**src/pkg/lsd_pkg.sv**
```systemverilog
/*
 lsd_pkg: frame layout, register addresses, field positions and reset
 values of the low-side driver configuration bank.
 assumes the serial framer delivers whole 16-bit frames.
*/
package lsd_pkg;
    // frame command codes in bits 15:14
    localparam logic [1:0] CMD_WRITE = 2'h2;
    localparam logic [1:0] CMD_READ = 2'h1;
    // register addresses, frame bits 13:8
    localparam logic [5:0] ADDR_OL_SRC = 6'h08;
    localparam logic [5:0] ADDR_OUT_STAT = 6'h09;
    localparam logic [5:0] ADDR_MAIN_CFG = 6'h0c;
    localparam logic [5:0] ADDR_ERR_CLR = 6'h0d;
    localparam logic [5:0] ADDR_LOCK_SLEW = 6'h28;
    // main configuration fields
    localparam int BIT_ACT = 7;
    localparam int BIT_RST = 6;
    localparam int BIT_OL_DIS = 5;
    localparam int BIT_OC_PROF = 4;
    localparam int BIT_PAIR_ODD = 1;
    localparam int BIT_PAIR_EVEN = 0;
    // lock and slew fields
    localparam int LOCK_MSB = 7;
    localparam int LOCK_LSB = 5;
    localparam int BIT_OT_WARN = 2;
    localparam int BIT_SLEW = 0;
    localparam logic [2:0] LOCK_CODE = 3'h6;
    localparam logic [2:0] UNLOCK_CODE = 3'h3;
    // reset values
    localparam logic [7:0] RST_OL_SRC = 8'h00;
    localparam logic [7:0] RST_MAIN_CFG = 8'h00;
    localparam logic [7:0] RST_ERR_CLR = 8'h00;
    localparam logic [7:0] RST_LOCK_SLEW = 8'h60;

    typedef struct packed {
        logic [1:0] cmd;
        logic [5:0] addr;
        logic [7:0] data;
    } lsd_frame_t;
endpackage : lsd_pkg

```
**src/hdl/lsd_config_regs.sv**
```systemverilog
/*
 lsd_config_regs: configuration and status register bank of a four-channel
 low-side driver, reached through decoded 16-bit serial frames.
 assumes FRAME_STB is a one-cycle pulse per complete frame, synchronous to MCLK,
 and that analog status inputs are already synchronous.
*/
// How it works
// - test current enable bit switches source on
// - reserved bits read zero, writes dropped
// - status bit one when voltage below threshold
// - active bit one enters active mode
// - reset bit runs logic reset, self clears
// - open-load disable bit turns detection off
// - profile bit selects second overcurrent profile
// - odd pairing bit couples channels one, three
// - even pairing bit couples channels zero, two
// - clear bit clears that channel's latched error
// - lock code locks all but lock, clear
// - unlocked, other lock codes do nothing
// - unlock code reopens all registers
// - locked, other lock codes do nothing
// - overtemperature warning reads one after event
// - slew bit selects fast or slow slew
// - fault flag shows latched overload or overtemperature
// - summary flag: enabled off channel below threshold
`timescale 1ns/1ps
module lsd_config_regs #(
    parameter int N_CH = 4
) (
    input wire logic MCLK,
    input wire logic SRST,
    input wire logic FRAME_STB,
    input wire lsd_pkg::lsd_frame_t FRAME,
    input wire logic [N_CH-1:0] VDS_BELOW_OL,
    input wire logic [N_CH-1:0] CH_ON,
    input wire logic [N_CH-1:0] FAULT_EVENT,
    input wire logic OVERTEMP_EVENT,
    output logic [7:0] RD_DATA,
    output logic RD_VALID,
    output logic [N_CH-1:0] TEST_CURRENT_EN,
    output logic ACTIVE_MODE_REQ,
    output logic LOGIC_RESET_CMD,
    output logic OL_DETECT_DIS,
    output logic OC_PROFILE_SEL,
    output logic PAIR_EVEN,
    output logic PAIR_ODD,
    output logic SLEW_SEL,
    output logic [N_CH-1:0] FAULT_FLAGS,
    output logic OL_SUMMARY,
    output logic OT_WARN_FLAG
);
    import lsd_pkg::*;

    logic [N_CH-1:0] src_en_reg;
    logic [N_CH-1:0] vds_reg;
    logic [N_CH-1:0] clr_reg;
    logic [N_CH-1:0] fault_reg;
    logic [N_CH-1:0] fault_set;
    logic act_reg;
    logic rst_cmd_reg;
    logic ol_dis_reg;
    logic oc_prof_reg;
    logic pair_odd_reg;
    logic pair_even_reg;
    logic slew_reg;
    logic locked_reg;
    logic ot_warn_reg;
    logic ol_sum_reg;
    logic [7:0] rd_data_reg;
    logic [7:0] rd_data_next;
    logic rd_valid_reg;
    logic srst_all;
    logic wr;
    logic rd;
    logic wr_open;

    // reset command acts like the reset pin one cycle later
    assign srst_all = SRST | rst_cmd_reg;
    assign wr = FRAME_STB && (FRAME.cmd == CMD_WRITE);
    assign rd = FRAME_STB && (FRAME.cmd == CMD_READ);
    assign wr_open = wr && !locked_reg;

    always_ff @(posedge MCLK) begin
        if (srst_all) begin
            src_en_reg <= RST_OL_SRC[N_CH-1:0];
        end else if (wr_open && FRAME.addr == ADDR_OL_SRC) begin
            // upper bits never stored
            src_en_reg <= FRAME.data[N_CH-1:0];
        end
    end

    always_ff @(posedge MCLK) begin
        if (srst_all) begin
            act_reg <= RST_MAIN_CFG[BIT_ACT];
            ol_dis_reg <= RST_MAIN_CFG[BIT_OL_DIS];
            oc_prof_reg <= RST_MAIN_CFG[BIT_OC_PROF];
            pair_odd_reg <= RST_MAIN_CFG[BIT_PAIR_ODD];
            pair_even_reg <= RST_MAIN_CFG[BIT_PAIR_EVEN];
        end else if (wr_open && FRAME.addr == ADDR_MAIN_CFG) begin
            act_reg <= FRAME.data[BIT_ACT];
            ol_dis_reg <= FRAME.data[BIT_OL_DIS];
            oc_prof_reg <= FRAME.data[BIT_OC_PROF];
            pair_odd_reg <= FRAME.data[BIT_PAIR_ODD];
            pair_even_reg <= FRAME.data[BIT_PAIR_EVEN];
        end
    end

    // the !rst_cmd_reg term clears it the cycle after it sets, so the pulse lasts exactly one cycle;
    // a frame landing during the pulse is lost and must not retrigger it
    always_ff @(posedge MCLK) begin
        if (SRST) begin
            rst_cmd_reg <= 1'b0;
        end else begin
            rst_cmd_reg <= !rst_cmd_reg && wr_open && FRAME.addr == ADDR_MAIN_CFG && FRAME.data[BIT_RST];
        end
    end

    always_ff @(posedge MCLK) begin
        if (srst_all) begin
            locked_reg <= 1'b0;
        end else if (wr && FRAME.addr == ADDR_LOCK_SLEW) begin
            // lock field passes even while locked, else nothing could unlock
            if (!locked_reg && FRAME.data[LOCK_MSB:LOCK_LSB] == LOCK_CODE) begin
                locked_reg <= 1'b1;
            end else if (locked_reg && FRAME.data[LOCK_MSB:LOCK_LSB] == UNLOCK_CODE) begin
                locked_reg <= 1'b0;
            end
        end
    end

    always_ff @(posedge MCLK) begin
        if (srst_all) begin
            slew_reg <= RST_LOCK_SLEW[BIT_SLEW];
        end else if (wr_open && FRAME.addr == ADDR_LOCK_SLEW) begin
            // a locked frame carrying the unlock code leaves slew alone
            slew_reg <= FRAME.data[BIT_SLEW];
        end
    end

    // clear bits accepted even when locked, held for one cycle only
    always_ff @(posedge MCLK) begin
        if (srst_all) begin
            clr_reg <= RST_ERR_CLR[N_CH-1:0];
        end else if (wr && FRAME.addr == ADDR_ERR_CLR) begin
            clr_reg <= FRAME.data[N_CH-1:0];
        end else begin
            clr_reg <= '0;
        end
    end

    // paired channels latch together
    always_comb begin
        fault_set = FAULT_EVENT;
        if (pair_even_reg) begin
            fault_set[0] = FAULT_EVENT[0] | FAULT_EVENT[2];
            fault_set[2] = FAULT_EVENT[0] | FAULT_EVENT[2];
        end
        if (pair_odd_reg) begin
            fault_set[1] = FAULT_EVENT[1] | FAULT_EVENT[3];
            fault_set[3] = FAULT_EVENT[1] | FAULT_EVENT[3];
        end
    end

    // new event wins over a clear in the same cycle
    always_ff @(posedge MCLK) begin
        if (srst_all) begin
            fault_reg <= '0;
        end else begin
            fault_reg <= (fault_reg & ~clr_reg) | fault_set;
        end
    end

    // sticky until a logic reset
    always_ff @(posedge MCLK) begin
        if (srst_all) begin
            ot_warn_reg <= RST_LOCK_SLEW[BIT_OT_WARN];
        end else begin
            ot_warn_reg <= ot_warn_reg | OVERTEMP_EVENT;
        end
    end

    always_ff @(posedge MCLK) begin
        if (srst_all) begin
            vds_reg <= '0;
            ol_sum_reg <= 1'b0;
        end else begin
            vds_reg <= VDS_BELOW_OL;
            // channels that are on cannot show open load
            ol_sum_reg <= |(~CH_ON & src_en_reg & VDS_BELOW_OL);
        end
    end

    always_comb begin
        rd_data_next = 8'h00;
        unique case (FRAME.addr)
            ADDR_OL_SRC: rd_data_next[N_CH-1:0] = src_en_reg;
            ADDR_OUT_STAT: rd_data_next[N_CH-1:0] = vds_reg;
            ADDR_MAIN_CFG: begin
                rd_data_next[BIT_ACT] = act_reg;
                rd_data_next[BIT_OL_DIS] = ol_dis_reg;
                rd_data_next[BIT_OC_PROF] = oc_prof_reg;
                rd_data_next[BIT_PAIR_ODD] = pair_odd_reg;
                rd_data_next[BIT_PAIR_EVEN] = pair_even_reg;
            end
            ADDR_ERR_CLR: rd_data_next[N_CH-1:0] = clr_reg;
            ADDR_LOCK_SLEW: begin
                rd_data_next[LOCK_MSB:LOCK_LSB] = locked_reg ? LOCK_CODE : UNLOCK_CODE;
                rd_data_next[BIT_OT_WARN] = ot_warn_reg;
                rd_data_next[BIT_SLEW] = slew_reg;
            end
            default: rd_data_next = 8'h00;
        endcase
    end

    always_ff @(posedge MCLK) begin
        if (srst_all) begin
            rd_data_reg <= 8'h00;
            rd_valid_reg <= 1'b0;
        end else begin
            rd_valid_reg <= rd;
            if (rd) begin
                rd_data_reg <= rd_data_next;
            end
        end
    end

    assign RD_DATA = rd_data_reg;
    assign RD_VALID = rd_valid_reg;
    assign TEST_CURRENT_EN = src_en_reg;
    assign ACTIVE_MODE_REQ = act_reg;
    assign LOGIC_RESET_CMD = rst_cmd_reg;
    assign OL_DETECT_DIS = ol_dis_reg;
    assign OC_PROFILE_SEL = oc_prof_reg;
    assign PAIR_EVEN = pair_even_reg;
    assign PAIR_ODD = pair_odd_reg;
    assign SLEW_SEL = slew_reg;
    assign FAULT_FLAGS = fault_reg;
    assign OL_SUMMARY = ol_sum_reg;
    assign OT_WARN_FLAG = ot_warn_reg;
endmodule : lsd_config_regs

```
**config.mk**
```make
export PLATFORM = sky130hd
export DESIGN_NAME = lsd_config_regs
export DESIGN_NICKNAME = d
export VERILOG_FILES = /design/src/pkg/lsd_pkg.sv /design/src/hdl/lsd_config_regs.sv
export SDC_FILE = /design/constraint.sdc
export NUM_CORES = 1
export LEC_CHECK = 0
export BUFFER_PORTS_ARGS = -buffer_cell sky130_fd_sc_hd__buf_2
export CORE_MARGIN = 2
export CORE_UTILIZATION = 51
export DETAILED_ROUTE_END_ITERATION = 8
export PLACE_DENSITY = 0.83
export SYNTH_ARGS = -nofsm -noshare
export SYNTH_HDL_FRONTEND = slang
export SYNTH_SLANG_ARGS = --single-unit
```
**constraint.sdc**
```tcl
create_clock -name MCLK -period 4.5 [get_ports MCLK]
set_clock_uncertainty 0.2 [all_clocks]
set_input_delay 0 -clock MCLK [delete_from_list [all_inputs] [get_ports MCLK]]
set_output_delay 0 -clock MCLK [all_outputs]
set_load 0.01 [all_outputs]
```
After elaboration in Yosys (flattened, before gate mapping)
Index checks and enable logic that the tools add are counted.
{ "op_classes": {"n_mux": 15, "n_bitwise": 11, "reduce_logical": 19, "eq_ne": 9} }
{ "ops": {"columns": ["cell", "count"], "rows": [
  ["$eq 6x4->1 const B", 4],
  ["$logic_and 1x1->1", 13],
  ["$and 4x4->4", 3],
  ["$mux 1", 8],
  ["$not 4->4", 2],
  ["$pmux 1 s4", 2],
  ["$eq 6x6->1 const B", 1],
  ["$pmux 1 s5", 1],
  ["$or 1x1->1", 4],
  ["$or 4x4->4", 1],
  ["$pmux 1 s2", 2],
  ["$reduce_or 4->1", 1],
  ["$eq 3x2->1 const B", 1],
  ["$eq 3x3->1 const B", 1],
  ["$mux 3", 1],
  ["$pmux 1 s3", 1],
  ["$eq 2x1->1 const B", 1],
  ["$eq 2x2->1 const B", 1],
  ["$logic_not 1->1", 2],
  ["$reduce_and 2->1", 1],
  ["$reduce_bool 2->1", 1],
  ["$reduce_or 2->1", 1],
  ["$not 1->1", 1]
]} }
{ "word_totals": {"input_bits": 32, "ff_bits": 35} }

Longest topological paths before layout
Gate-level depths: netlist of the first run.
{ "logic_depth": {"ltp_word": 6, "mapped_depth": 6, "ltp_nobuf": 4} }

Worst setup path after synthesis of the first run
No wires, ideal clock.
{ "synth_timing": {"path_kind": "flip-flop to flip-flop", "startpoint": "register locked_reg", "endpoint": "register src_en_reg[0] (netlist: TEST_CURRENT_EN[0])", "path_slack_ns": 3.005, "path_stages_with_launch": 6, "required_ns": 4.172, "setup_ns": 0.128, "arrival_ns": 1.167, "cell_sequence": "dfxtp_1 -> nor4bb_1 -> buf_2 -> nand3_1 -> mux2i_1 -> nor2_1"} }
{ "synth_via": {"elab_chain_len": 3} }
{ "synth_rtl": {"columns": ["element", "line_no", "rtl"], "rows": [
  ["start, declared", "lsd_config_regs.sv:66", "logic locked_reg;"],
  ["start signal, assigned", "lsd_config_regs.sv:120", "locked_reg <= 1'b0;"],
  ["start signal, assigned", "lsd_config_regs.sv:124", "locked_reg <= 1'b1;"],
  ["start signal, assigned", "lsd_config_regs.sv:126", "locked_reg <= 1'b0;"],
  ["$logic_not 1->1", "lsd_config_regs.sv:81", "assign wr_open = wr && !locked_reg;"],
  ["$logic_and 1x1->1", "lsd_config_regs.sv:81", null],
  ["$logic_and 1x1->1", "lsd_config_regs.sv:86", "end else if (wr_open && FRAME.addr == ADDR_OL_SRC) begin"],
  ["end signal, assigned", "lsd_config_regs.sv:85", "src_en_reg <= RST_OL_SRC[N_CH-1:0];"],
  ["end signal, assigned", "lsd_config_regs.sv:88", "src_en_reg <= FRAME.data[N_CH-1:0];"],
  ["end, declared", "lsd_config_regs.sv:54", "logic [N_CH-1:0] src_en_reg;"]
]} }
No other way between the ends.
A chain may end at the register's enable or synchronous reset.

Worst setup path after layout of the first run
{ "layout_timing": {"startpoint": "input port FRAME[9] in the netlist's numbering", "endpoint": "register clr_reg[1]"} }
{ "layout_via": {"elab_chain_len": 4} }
{ "layout_rtl": {"columns": ["element", "line_no", "rtl"], "rows": [
  ["start, declared", "lsd_config_regs.sv:33", "input wire lsd_pkg::lsd_frame_t FRAME,"],
  ["$eq 6x4->1", "lsd_config_regs.sv:144", "end else if (wr && FRAME.addr == ADDR_ERR_CLR) begin"],
  ["$logic_and 1x1->1", "lsd_config_regs.sv:144", null],
  ["$not 1->1 (no source line)", null, null],
  ["$reduce_or 2->1 (no source line)", null, null],
  ["end signal, assigned", "lsd_config_regs.sv:143", "clr_reg <= RST_ERR_CLR[N_CH-1:0];"],
  ["end signal, assigned", "lsd_config_regs.sv:145", "clr_reg <= FRAME.data[N_CH-1:0];"],
  ["end, declared", "lsd_config_regs.sv:56", "logic [N_CH-1:0] clr_reg;"]
]} }
No other way between the ends.

==> impl_metrics.csv, run 1 <==
group,metric,value,unit
yosys,synth_area_leader_cell,"dfxtp_1",
route,drc,0,
yosys,yosysMostFrequentCell,"dfxtp_1",
global_route,grt_max_degree,13,
critical_path,cp_data_required_time,4600,ps
cts,clkLatencyLatePin,350,ps
cts,h-tree-depth,2,
place,portBuffers,57,
layout,antennaDiodeCount,0,
floorplan,num_rows,19,
layout,largest_register_ffs,8,
yosys,synth_edf_count,0,
sta,rsz0062_at_grt,"no",
yosys,yosysWarningCount,0,
hold_path,hold_path_end,"LOGIC_RESET_CMD",
outcome,status,"finished clean",
yosys,synthArstFlopShare,0,
floorplan,die_h,57.65,um
power_and_ir_drop,switching_share,0.2391,
route,viasPerCell,5.743,
power_and_ir_drop,seqPwrFrac,0.496,
critical_path,cp-end-kind,"flop",
hold_path,hold_depth,3,
route,wl_per_cell,17.02,um
layout,fillerInstances,153,
critical_path,timing.rr.end,"clr_reg[1]",
power_and_ir_drop,cellLeakagePower,1.060,nW
layout,drive_above_1_share,0.2720,
route,vias,1677,
global_route,antenna_found_initial,0,
critical_path,reg2reg_setup_slack,2240,ps
layout,area_delta_synth_final,54.22,%
yosys,synth_nets,192,
power_and_ir_drop,clkPwrFrac,0.377,
yosys,synth_ff_type,"dfxtp_1",
sta,slew_headroom,0.4695,
layout,multi_input_area,686.9,um^2
yosys,ys_top_cells_by_count,"dfxtp_1, nor2_1, a21oi_1, nand2_1, nand3_1",
hold_path,hp-class,"primary input to flop",
power_and_ir_drop,vdd_drop_max,365.1,uV
power_and_ir_drop,power_density,285.8,mW/mm^2
cts,clock_sinks,35,
yosys,yosysTopAreaCellShare,0.4774,
critical_path,start_kind,"primary input",
cts,clk_pin_slew,110,ps
floorplan,io_pins,58,
layout,final_nets,292,
yosys,ys_types,35,
cts,cts_tree,"built",
power_and_ir_drop,total_power,0.0006468,W
cts,root_buffer,"clkbuf_4",
sta,finalCriticalPeriod,2389,ps
floorplan,fp.dieW,57.65,um
critical_path,reg2regPathDepth,5,
global_route,grt_overflow,0,
sta,worst_slew_pin_slew,795.7,ps
floorplan,coreArea,0.002734,mm^2
cts,numCtsBuffers,5,
power_and_ir_drop,power_frac_comb,0.127,
sta,slew_viol_final,0,
global_route,grt_first_pass_wirelength,7838,um
sta,setup-tns-final,0,ps
place,dp_hpwl,2673,um
cts,clockBufferDepth,2,
power_and_ir_drop,power.switching,0.0001546,W
flow_run,max_cap_violations,0,
sta,fin_crit_sh,0.5310,
yosys,ys_top_cells_by_area,"dfxtp_1, a21oi_1, nor2_1",
yosys,synth-seq-area-share,0.4774,
yosys,netlist_instances,160,
route,initialDrtViolationCount,82,
route,wirelength,4970,um
place,gp_congestion,0.8592,
route,ant_nets,0,
critical_path,cp_max_fo,5,
yosys,synth-seq-cells,35,
cts,postCtsSetupBuffers,0,
layout,seqCellArea,700.7,um^2
sta,finalHoldViolCount,0,
global_route,grt_usage,0.3195,
floorplan,start_util,0.5368,
global_route,grt_pass1_vias,1645,
sta,fmax,418.5,MHz
hold_path,min_from,"FRAME[10]",
floorplan,die-area,0.003323,mm^2
critical_path,worstReg2RegStart,"LOGIC_RESET_CMD",
route,drtPass1Iterations,4,
yosys,syn-cell-area,0.001468,mm^2
sta,setup_viol,0,
power_and_ir_drop,internal-power,0.0004922,W
critical_path,worstSetupPathType,"primary input to flop",
yosys,avgSynthCellArea,9.173,um^2
critical_path,arrival,2490,ps
-- cells by family after synthesis --
group,after synthesis,share of synthesized area
and+or+nand+nor,68,0.2583
DFF,35,0.4774
AOI/OAI and AO/OA,33,0.1432
buffers and inverters,16,0.05456
muxes,8,0.06650
-- layout make-up --
type                            count  share of cell area
Multi-Input combinational cell    109              0.3035
Timing Repair Buffer              101              0.3184
Clock buffer                        6             0.02266
Clock inverter                      2             0.01548
Inverter                            8             0.01327
Sequential cell                    35              0.3096
Tap cell                           31             0.01714
-- cells in the final DEF, fill, tap and decap left out --
cell type	netlist	layout
mux2_2	1	1
and2_0	1	1
clkbuf_8	0	1
or2_2	1	1
nor4b_4	1	1
nand4_1	2	2
mux4_1	1	1
bufinv_16	0	1
buf_2	1	57
nor3b_1	1	1
a32oi_1	1	1
nand3b_1	5	5
and2_1	8	8
nor2_1	17	17
nand2b_1	1	1
nor3_1	2	2
o41ai_1	1	1
and3b_1	2	2
a221oi_1	7	7
mux2i_1	6	6
or2_0	1	1
inv_1	8	8
nor4b_2	1	1
nor4bb_1	1	1
dlygate4sd3_1	0	42
clkbuf_4	0	5
clkinv_2	0	1
a21oi_1	14	14
o2bb2ai_1	1	1
nand2_1	12	12
a31oi_1	2	2
o31ai_1	1	1
dfxtp_1	35	35
o21a_1	1	1
buf_4	1	2
nand3_1	11	11
and3_1	1	1
o21ai_0	5	5
-- worst max-delay path by stage --
stage                          start                 end  slack [ps]  cells after the start
after CTS                   FRAME[8]          locked_reg        2260                      7
after global placement    locked_reg  TEST_CURRENT_EN[2]        2810                      5
after floorplan           locked_reg  TEST_CURRENT_EN[0]        3010                      5
after global routing        FRAME[8]          locked_reg        2050                      7
after detailed placement  locked_reg  TEST_CURRENT_EN[1]        2780                      5
final                       FRAME[9]          clr_reg[1]        2110                      7
-- through the flow --
| step | hold slack, ps | setup slack [ps] | instance area [um^2] | instances | util |
|---|---|---|---|---|---|
| finish | 35.89 | 2111 | 2263 | 292 | 0.8279 |
| floorplan | -88.77 | 3005 | 1468 | 160 | - |
| CTS | 7.640 | 2261 | 2263 | 292 | 0.8279 |
| global route | 47.87 | 2050 | 2263 | 292 | 0.8279 |
| global placement | 0.8440 | 2811 | 1757 | 242 | 0.6426 |
| detailed placement | 8.555 | 2776 | 1757 | 242 | 0.6426 |
-- worst max-delay path, stage by stage --
cell and delay, ps:
dlygate4sd3_1 530, buf_2 160, nor4b_2 560, nand2_1 150, nor3_1 350, and2_1 190, dlygate4sd3_1 550
-- power groups by stage --
stage                     Clock [W]  Combinational (W)  Sequential, W
after floorplan                   0          0.0000247       0.000329
after global placement            0          0.0000530       0.000327
after detailed placement          0          0.0000542       0.000327
after CTS                  0.000239          0.0000770       0.000320
after global routing       0.000258          0.0000873       0.000322
final                      0.000244          0.0000822       0.000321
-- layer usage --
metal / track usage / up-vias / routed length, um
met5: 0 / - / 0
met1: 0.3529 / 761 / 1849
met4: 0.1528 / 0 / 200
met2: 0.5519 / 120 / 2436
li1: - / 771 / -
met3: 0.1049 / 25 / 484
-- repair_timing --
item | CTS | global route
resized for setup | 0 | 0
hold buffers | 42 | 0
endpoints found under the hold margin | 35 | 0
(Power assumes the default switching activity.)
==> run 2, diff against run 1 <==
--- a/config.mk
+++ b/config.mk
@@ -5,11 +5,12 @@
 export SDC_FILE = /design/constraint.sdc
 export NUM_CORES = 1
 export LEC_CHECK = 0
+export ABC_AREA = 1
 export BUFFER_PORTS_ARGS = -buffer_cell sky130_fd_sc_hd__buf_2
 export CORE_MARGIN = 2
-export CORE_UTILIZATION = 51
+export CORE_UTILIZATION = 43
 export DETAILED_ROUTE_END_ITERATION = 8
-export PLACE_DENSITY = 0.83
+export PLACE_DENSITY = 0.74
 export SYNTH_ARGS = -nofsm -noshare
 export SYNTH_HDL_FRONTEND = slang
 export SYNTH_SLANG_ARGS = --single-unit
==> constraint.sdc (replaced) <==
create_clock -name MCLK -period 2.03 [get_ports MCLK]
set_clock_uncertainty 0.2 [all_clocks]
set_input_delay 0 -clock MCLK [delete_from_list [all_inputs] [get_ports MCLK]]
set_output_delay 0 -clock MCLK [all_outputs]
set_load 0.01 [all_outputs]
==> impl_metrics.csv, run 2 <==
group,metric,value,unit
cts,numCtsBuffers,5,
critical_path,cpPeakStageDelay,590,ps
layout,final_cell_mix,"buf_2, dlygate4sd3_1, dfxtp_1, nand2_1, nor2_1",
outcome,violations,"setup timing",
floorplan,start_util,0.4539,
yosys,synth_nets,244,
critical_path,cp_slowest_cell,"dlygate4sd3_1",
critical_path,reg2reg_setup_slack,80,ps
power_and_ir_drop,power_density,545.1,mW/mm^2
critical_path,cp-end-kind,"flop",
place,dp_hpwl,2832,um
global_route,grt_pass1_vias,1718,
sta,worst_slew_pin_slew,265.4,ps
sta,finalCriticalPeriod,2044,ps
hold_path,hp-class,"primary input to flop",
yosys,synth_ff_type,"dfxtp_1",
layout,multi_input_area,685.7,um^2
critical_path,worstSetupPathType,"primary input to flop",
hold_path,min_from,"FRAME[11]",
layout,final_nets,360,
place,portBuffers,57,
yosys,netlist_instances,212,
sta,slew_headroom,0.8226,
yosys,synth-seq-area-share,0.4590,
global_route,grt_usage,0.2435,
critical_path,worstReg2RegStart,"locked_reg",
floorplan,die-area,0.004042,mm^2
floorplan,coreArea,0.003363,mm^2
outcome,status,"complete, but fails checks",
critical_path,reg2regPathDepth,4,
cts,clkLatencyLatePin,350,ps
critical_path,start_kind,"primary input",
yosys,synth_area_leader_cell,"dfxtp_1",
critical_path,timing.rr.end,"locked_reg",
sta,finalHoldViolCount,0,
critical_path,path_cells,"buf_2, dlygate4sd3_1, nor2_4, nand3_2, nor2_4, inv_1, nor2_1, nor2_1, dlygate4sd3_1",
sta,setup_viol,1,
sta,fmax,489.1,MHz
global_route,antenna_found_initial,0,
yosys,ys_top_cells_by_area,"dfxtp_1, nand2_1, inv_1",
layout,area_delta_synth_final,61.80,%
power_and_ir_drop,cellLeakagePower,1.213,nW
yosys,ys_top_cells_by_count,"nand2_1, dfxtp_1, inv_1, nor2_1, o21ai_0",
layout,fillerInstances,288,
layout,largest_register_ffs,8,
power_and_ir_drop,vdd_drop_max,466.3,uV
hold_path,hold_path_end,"RD_DATA[4]",
route,initialDrtViolationCount,64,
critical_path,cp.buffers_inverters,4,
layout,seqCellArea,700.7,um^2
route,drc,0,
route,wl_per_cell,12.55,um
sta,fin_crit_sh,1.007,
floorplan,num_rows,21,
yosys,yosysTopAreaCellShare,0.4590,
cts,root_buffer,"clkbuf_4",
global_route,grt_first_pass_wirelength,7638,um
route,wirelength,4708,um
yosys,synth_edf_count,0,
place,gp_congestion,0.7950,
sta,slew_viol_final,0,
global_route,grt_overflow,0,
yosys,yosysWarningCount,0,
route,vias,1762,
yosys,ys_types,18,
yosys,syn-cell-area,0.001526,mm^2
cts,clockBufferDepth,2,
critical_path,critPathTopFamily,"buffers and inverters",
cts,clk_pin_slew,110,ps
route,ant_nets,0,
cts,cts_tree,"built",
layout,drive_above_1_share,0.2796,
layout,fin_util,0.7344,
sta,setup_slack,-14.42,ps
layout,layout_commonest_cell,"buf_2",
yosys,synthArstFlopShare,0,
sta,rsz0062_at_grt,"yes",
yosys,synth-seq-cells,35,
critical_path,cp_data_required_time,2080,ps
floorplan,die_h,63.58,um
layout,antennaDiodeCount,0,
critical_path,arrival,2090,ps
yosys,yosysMostFrequentCell,"nand2_1",
hold_path,hold_depth,7,
yosys,avgSynthCellArea,7.200,um^2
floorplan,fp.dieW,63.58,um
global_route,grt_max_degree,19,
route,viasPerCell,4.699,
flow_run,max_cap_violations,0,
floorplan,io_pins,58,
cts,h-tree-depth,2,
sta,whs,17.26,ps
cts,clock_sinks,35,
route,drtPass1Iterations,4,
critical_path,cp_max_fo,7,
-- run 2: changes by cell type in the layout (fill, tap and decap cells not counted), sizes merged, moves of 7 or more --
cell,before,now
inv,8,36
nor2,17,45
nand2,12,36
o21ai,5,22
and2,9,0
a221oi,7,0
-- run 2: kinds of logic (layout without fill, tap and decap cells) --
family / count (synthesis) / after routing / synth area share
AOI/OAI and AO/OA: 39 / 39 / 0.1320
buffers and inverters: 39 / 156 / 0.09671
DFF: 35 / 35 / 0.4590
and+or+nand+nor: 99 / 99 / 0.3123
-- run 2: layout make-up --
cell class                 count  area share
tap                           46     0.02330
sequential                    35      0.2837
multi-input combinational    138      0.2776
inverter                      37     0.05775
clock inverter                 1    0.003040
timing repair buffer         111      0.3283
clock buffer                   7     0.02634
-- run 2: worst min-delay path: stages --
cell and delay, ps:
buf_2 110, nand2_1 50, inv_1 60, nand3_2 120, inv_2 70, nand2_1 60
a21oi_1 60
-- run 2: power by group --
group	switching (W)	total, W	internal (W)
logic	0.0000887	0.000191	0.000102
registers	0.00000656	0.000707	0.000701
clock network	0.000245	0.000448	0.000202
-- run 2: layer usage --
layer / global-route usage / up-vias / wire, um
met5: 0 / - / 0
met4: 0.1060 / 0 / 62
met1: 0.3008 / 795 / 2082
met2: 0.4105 / 62 / 2290
li1: - / 898 / -
met3: 0.04643 / 7 / 272
-- run 2: metrics by stage --
stage               TNS (ps)  setup slack, ps  cell area (um^2)   power, W  instances
floorplan                  0            775.1              1526  0.0007810        212
global placement           0            749.9              1868  0.0008401        314
detailed placement         0            702.6              1868  0.0008420        314
CTS                        0            21.37              2421   0.001334        370
global route          -112.4           -112.4              2470   0.001403        375
finish                -14.42           -14.42              2470   0.001346        375
-- run 2: how the worst max path moves through the flow --
stage,from,end,slack [ps],cells past startpoint
finish,FRAME[13],OC_PROFILE_SEL,-10,9
global route,FRAME[12],OC_PROFILE_SEL,-110,9
CTS,FRAME[15],RD_DATA[5],20,8
detailed placement,LOGIC_RESET_CMD,clr_reg[0],700,5
global placement,LOGIC_RESET_CMD,clr_reg[2],750,5
floorplan,LOGIC_RESET_CMD,RD_DATA[6],780,4
-- run 2: timing repair --
item	4_1_cts	5_1_grt
endpoints found under the hold margin	35	8
setup endpoints to repair	0	9
hold buffers	48	1
gates resized for setup	0	3
buffers inserted	0	5
==> run 3, diff against run 2 <==
--- a/config.mk
+++ b/config.mk
@@ -8,9 +8,10 @@
 export ABC_AREA = 1
 export BUFFER_PORTS_ARGS = -buffer_cell sky130_fd_sc_hd__buf_2
 export CORE_MARGIN = 2
-export CORE_UTILIZATION = 43
+export CORE_UTILIZATION = 48
 export DETAILED_ROUTE_END_ITERATION = 8
-export PLACE_DENSITY = 0.74
+export PLACE_DENSITY = 0.78
+export SKIP_CTS_REPAIR_TIMING = 1
 export SYNTH_ARGS = -nofsm -noshare
 export SYNTH_HDL_FRONTEND = slang
 export SYNTH_SLANG_ARGS = --single-unit
==> constraint.sdc (replaced) <==
create_clock -name MCLK -period 2.3 [get_ports MCLK]
set_clock_uncertainty 0.2 [all_clocks]
set_input_delay 0 -clock MCLK [delete_from_list [all_inputs] [get_ports MCLK]]
set_output_delay 0 -clock MCLK [all_outputs]
set_load 0.01 [all_outputs]
==> impl_metrics.csv, run 3 (synthesis gave the netlist of run 2 again) <==
group,metric,value,unit
route,wirelength,4230,um
cts,root_buffer,"clkbuf_4",
cts,clkLatencyLatePin,330,ps
layout,largest_register_ffs,8,
sta,finalHoldViolCount,0,
cts,numCtsBuffers,5,
power_and_ir_drop,power_density,478.3,mW/mm^2
layout,final_cell_mix,"buf_2, dlygate4sd3_1, nand2_1, dfxtp_1",
global_route,grt_max_degree,20,
critical_path,cp-end-kind,"flop",
floorplan,fp.dieW,60.39,um
critical_path,cpPeakStageDelay,600,ps
power_and_ir_drop,cellLeakagePower,1.137,nW
sta,whs,23.64,ps
route,vias,1673,
floorplan,start_util,0.5041,
global_route,grt_pass1_vias,1316,
floorplan,num_rows,20,
layout,layout_commonest_cell,"buf_2",
layout,final_nets,346,
global_route,grt_first_pass_wirelength,5582,um
sta,fmax,459.0,MHz
outcome,status,"finished clean",
flow_run,max_cap_violations,0,
critical_path,worstSetupPathType,"primary input to flop",
floorplan,coreArea,0.003028,mm^2
critical_path,cp_data_required_time,2380,ps
place,gp_congestion,0.8372,
power_and_ir_drop,vdd_drop_max,399.9,uV
cts,h-tree-depth,2,
floorplan,die-area,0.003647,mm^2
route,viasPerCell,4.673,
critical_path,start_kind,"primary input",
layout,fin_util,0.7645,
route,ant_nets,0,
layout,drive_above_1_share,0.2643,
critical_path,path_cells,"dlygate4sd3_1, buf_2, inv_1, nand3_2, dlygate4sd3_1, nor2_1, nand2_1, nor2_1, dlygate4sd3_1",
global_route,grt_usage,0.2086,
layout,area_delta_synth_final,51.64,%
critical_path,cp_max_fo,4,
floorplan,io_pins,58,
sta,slew_viol_final,0,
cts,clockBufferDepth,2,
sta,worst_slew_pin_slew,416.4,ps
sta,slew_headroom,0.7221,
place,dp_hpwl,2775,um
cts,clock_sinks,35,
sta,setup_viol,0,
layout,antennaDiodeCount,0,
cts,cts_tree,"built",
global_route,antenna_found_initial,0,
sta,finalCriticalPeriod,2178,ps
route,drc,0,
floorplan,die_h,60.39,um
route,wl_per_cell,11.82,um
critical_path,cp_slowest_cell,"dlygate4sd3_1",
sta,fin_crit_sh,0.9472,
cts,clk_pin_slew,100,ps
place,portBuffers,57,
layout,fillerInstances,225,
route,drtPass1Iterations,4,
route,initialDrtViolationCount,99,
global_route,grt_overflow,0,
critical_path,worst_path_most_repeated_cell,"dlygate4sd3_1",
critical_path,arrival,2250,ps
hold_path,hp-class,"primary input to flop",
## run 3: final timing paths
| path | cells after the start | endpoint | startpoint | slack (ps) |
|---|---|---|---|---|
| hold reg to reg | 2 | RD_DATA[1] | RD_DATA[1] | 270 |
| setup reg to reg | 6 | clr_reg[3] | LOGIC_RESET_CMD | 170 |
| setup / recovery | 9 | clr_reg[3] | FRAME[14] | 120 |
| hold / removal | 5 | PAIR_EVEN | FRAME[13] | 20 |
## run 3: layout make-up
class                      count  area [um^2]  share of cell area
tap                           44        55.05             0.02378
clock buffer                   6        51.30             0.02216
sequential                    35        700.7              0.3027
multi-input combinational    138        678.2              0.2930
timing repair buffer          97        685.7              0.2962
inverter                      37        138.9             0.06000
clock inverter                 1        5.005            0.002162
## run 3: worst max-delay path, delay by kind of cell
kind | cells | cell delay (ps)
and+or+nand+nor | 4 | 380
buffers and inverters | 5 | 1860
## run 3: through the flow
stage	power, W	setup WS [ps]	cells	instance area, um^2	setup TNS (ps)
2_1_floorplan	0.0006893	1045	212	1526	0
3_5_place_dp	0.0007408	734.9	311	1858	0
4_1_cts	0.001068	707.1	318	1914	0
6_report	0.001107	121.5	358	2315	0
5_1_grt	0.001166	-20.24	358	2315	-20.24
3_3_place_gp	0.0007388	797.9	311	1858	0
## run 3: metal layers
layer / vias up / GRT usage / routed length (um)
li1: 869 / - / -
met1: 736 / 0.2733 / 1912
met2: 60 / 0.3121 / 1999
met3: 8 / 0.08102 / 268
met4: 0 / 0.07937 / 50
met5: - / 0 / 0
## run 3: power by group
part           internal [W]  switching [W]
Sequential         0.000618     0.00000571
Clock              0.000142       0.000192
Combinational     0.0000782      0.0000714
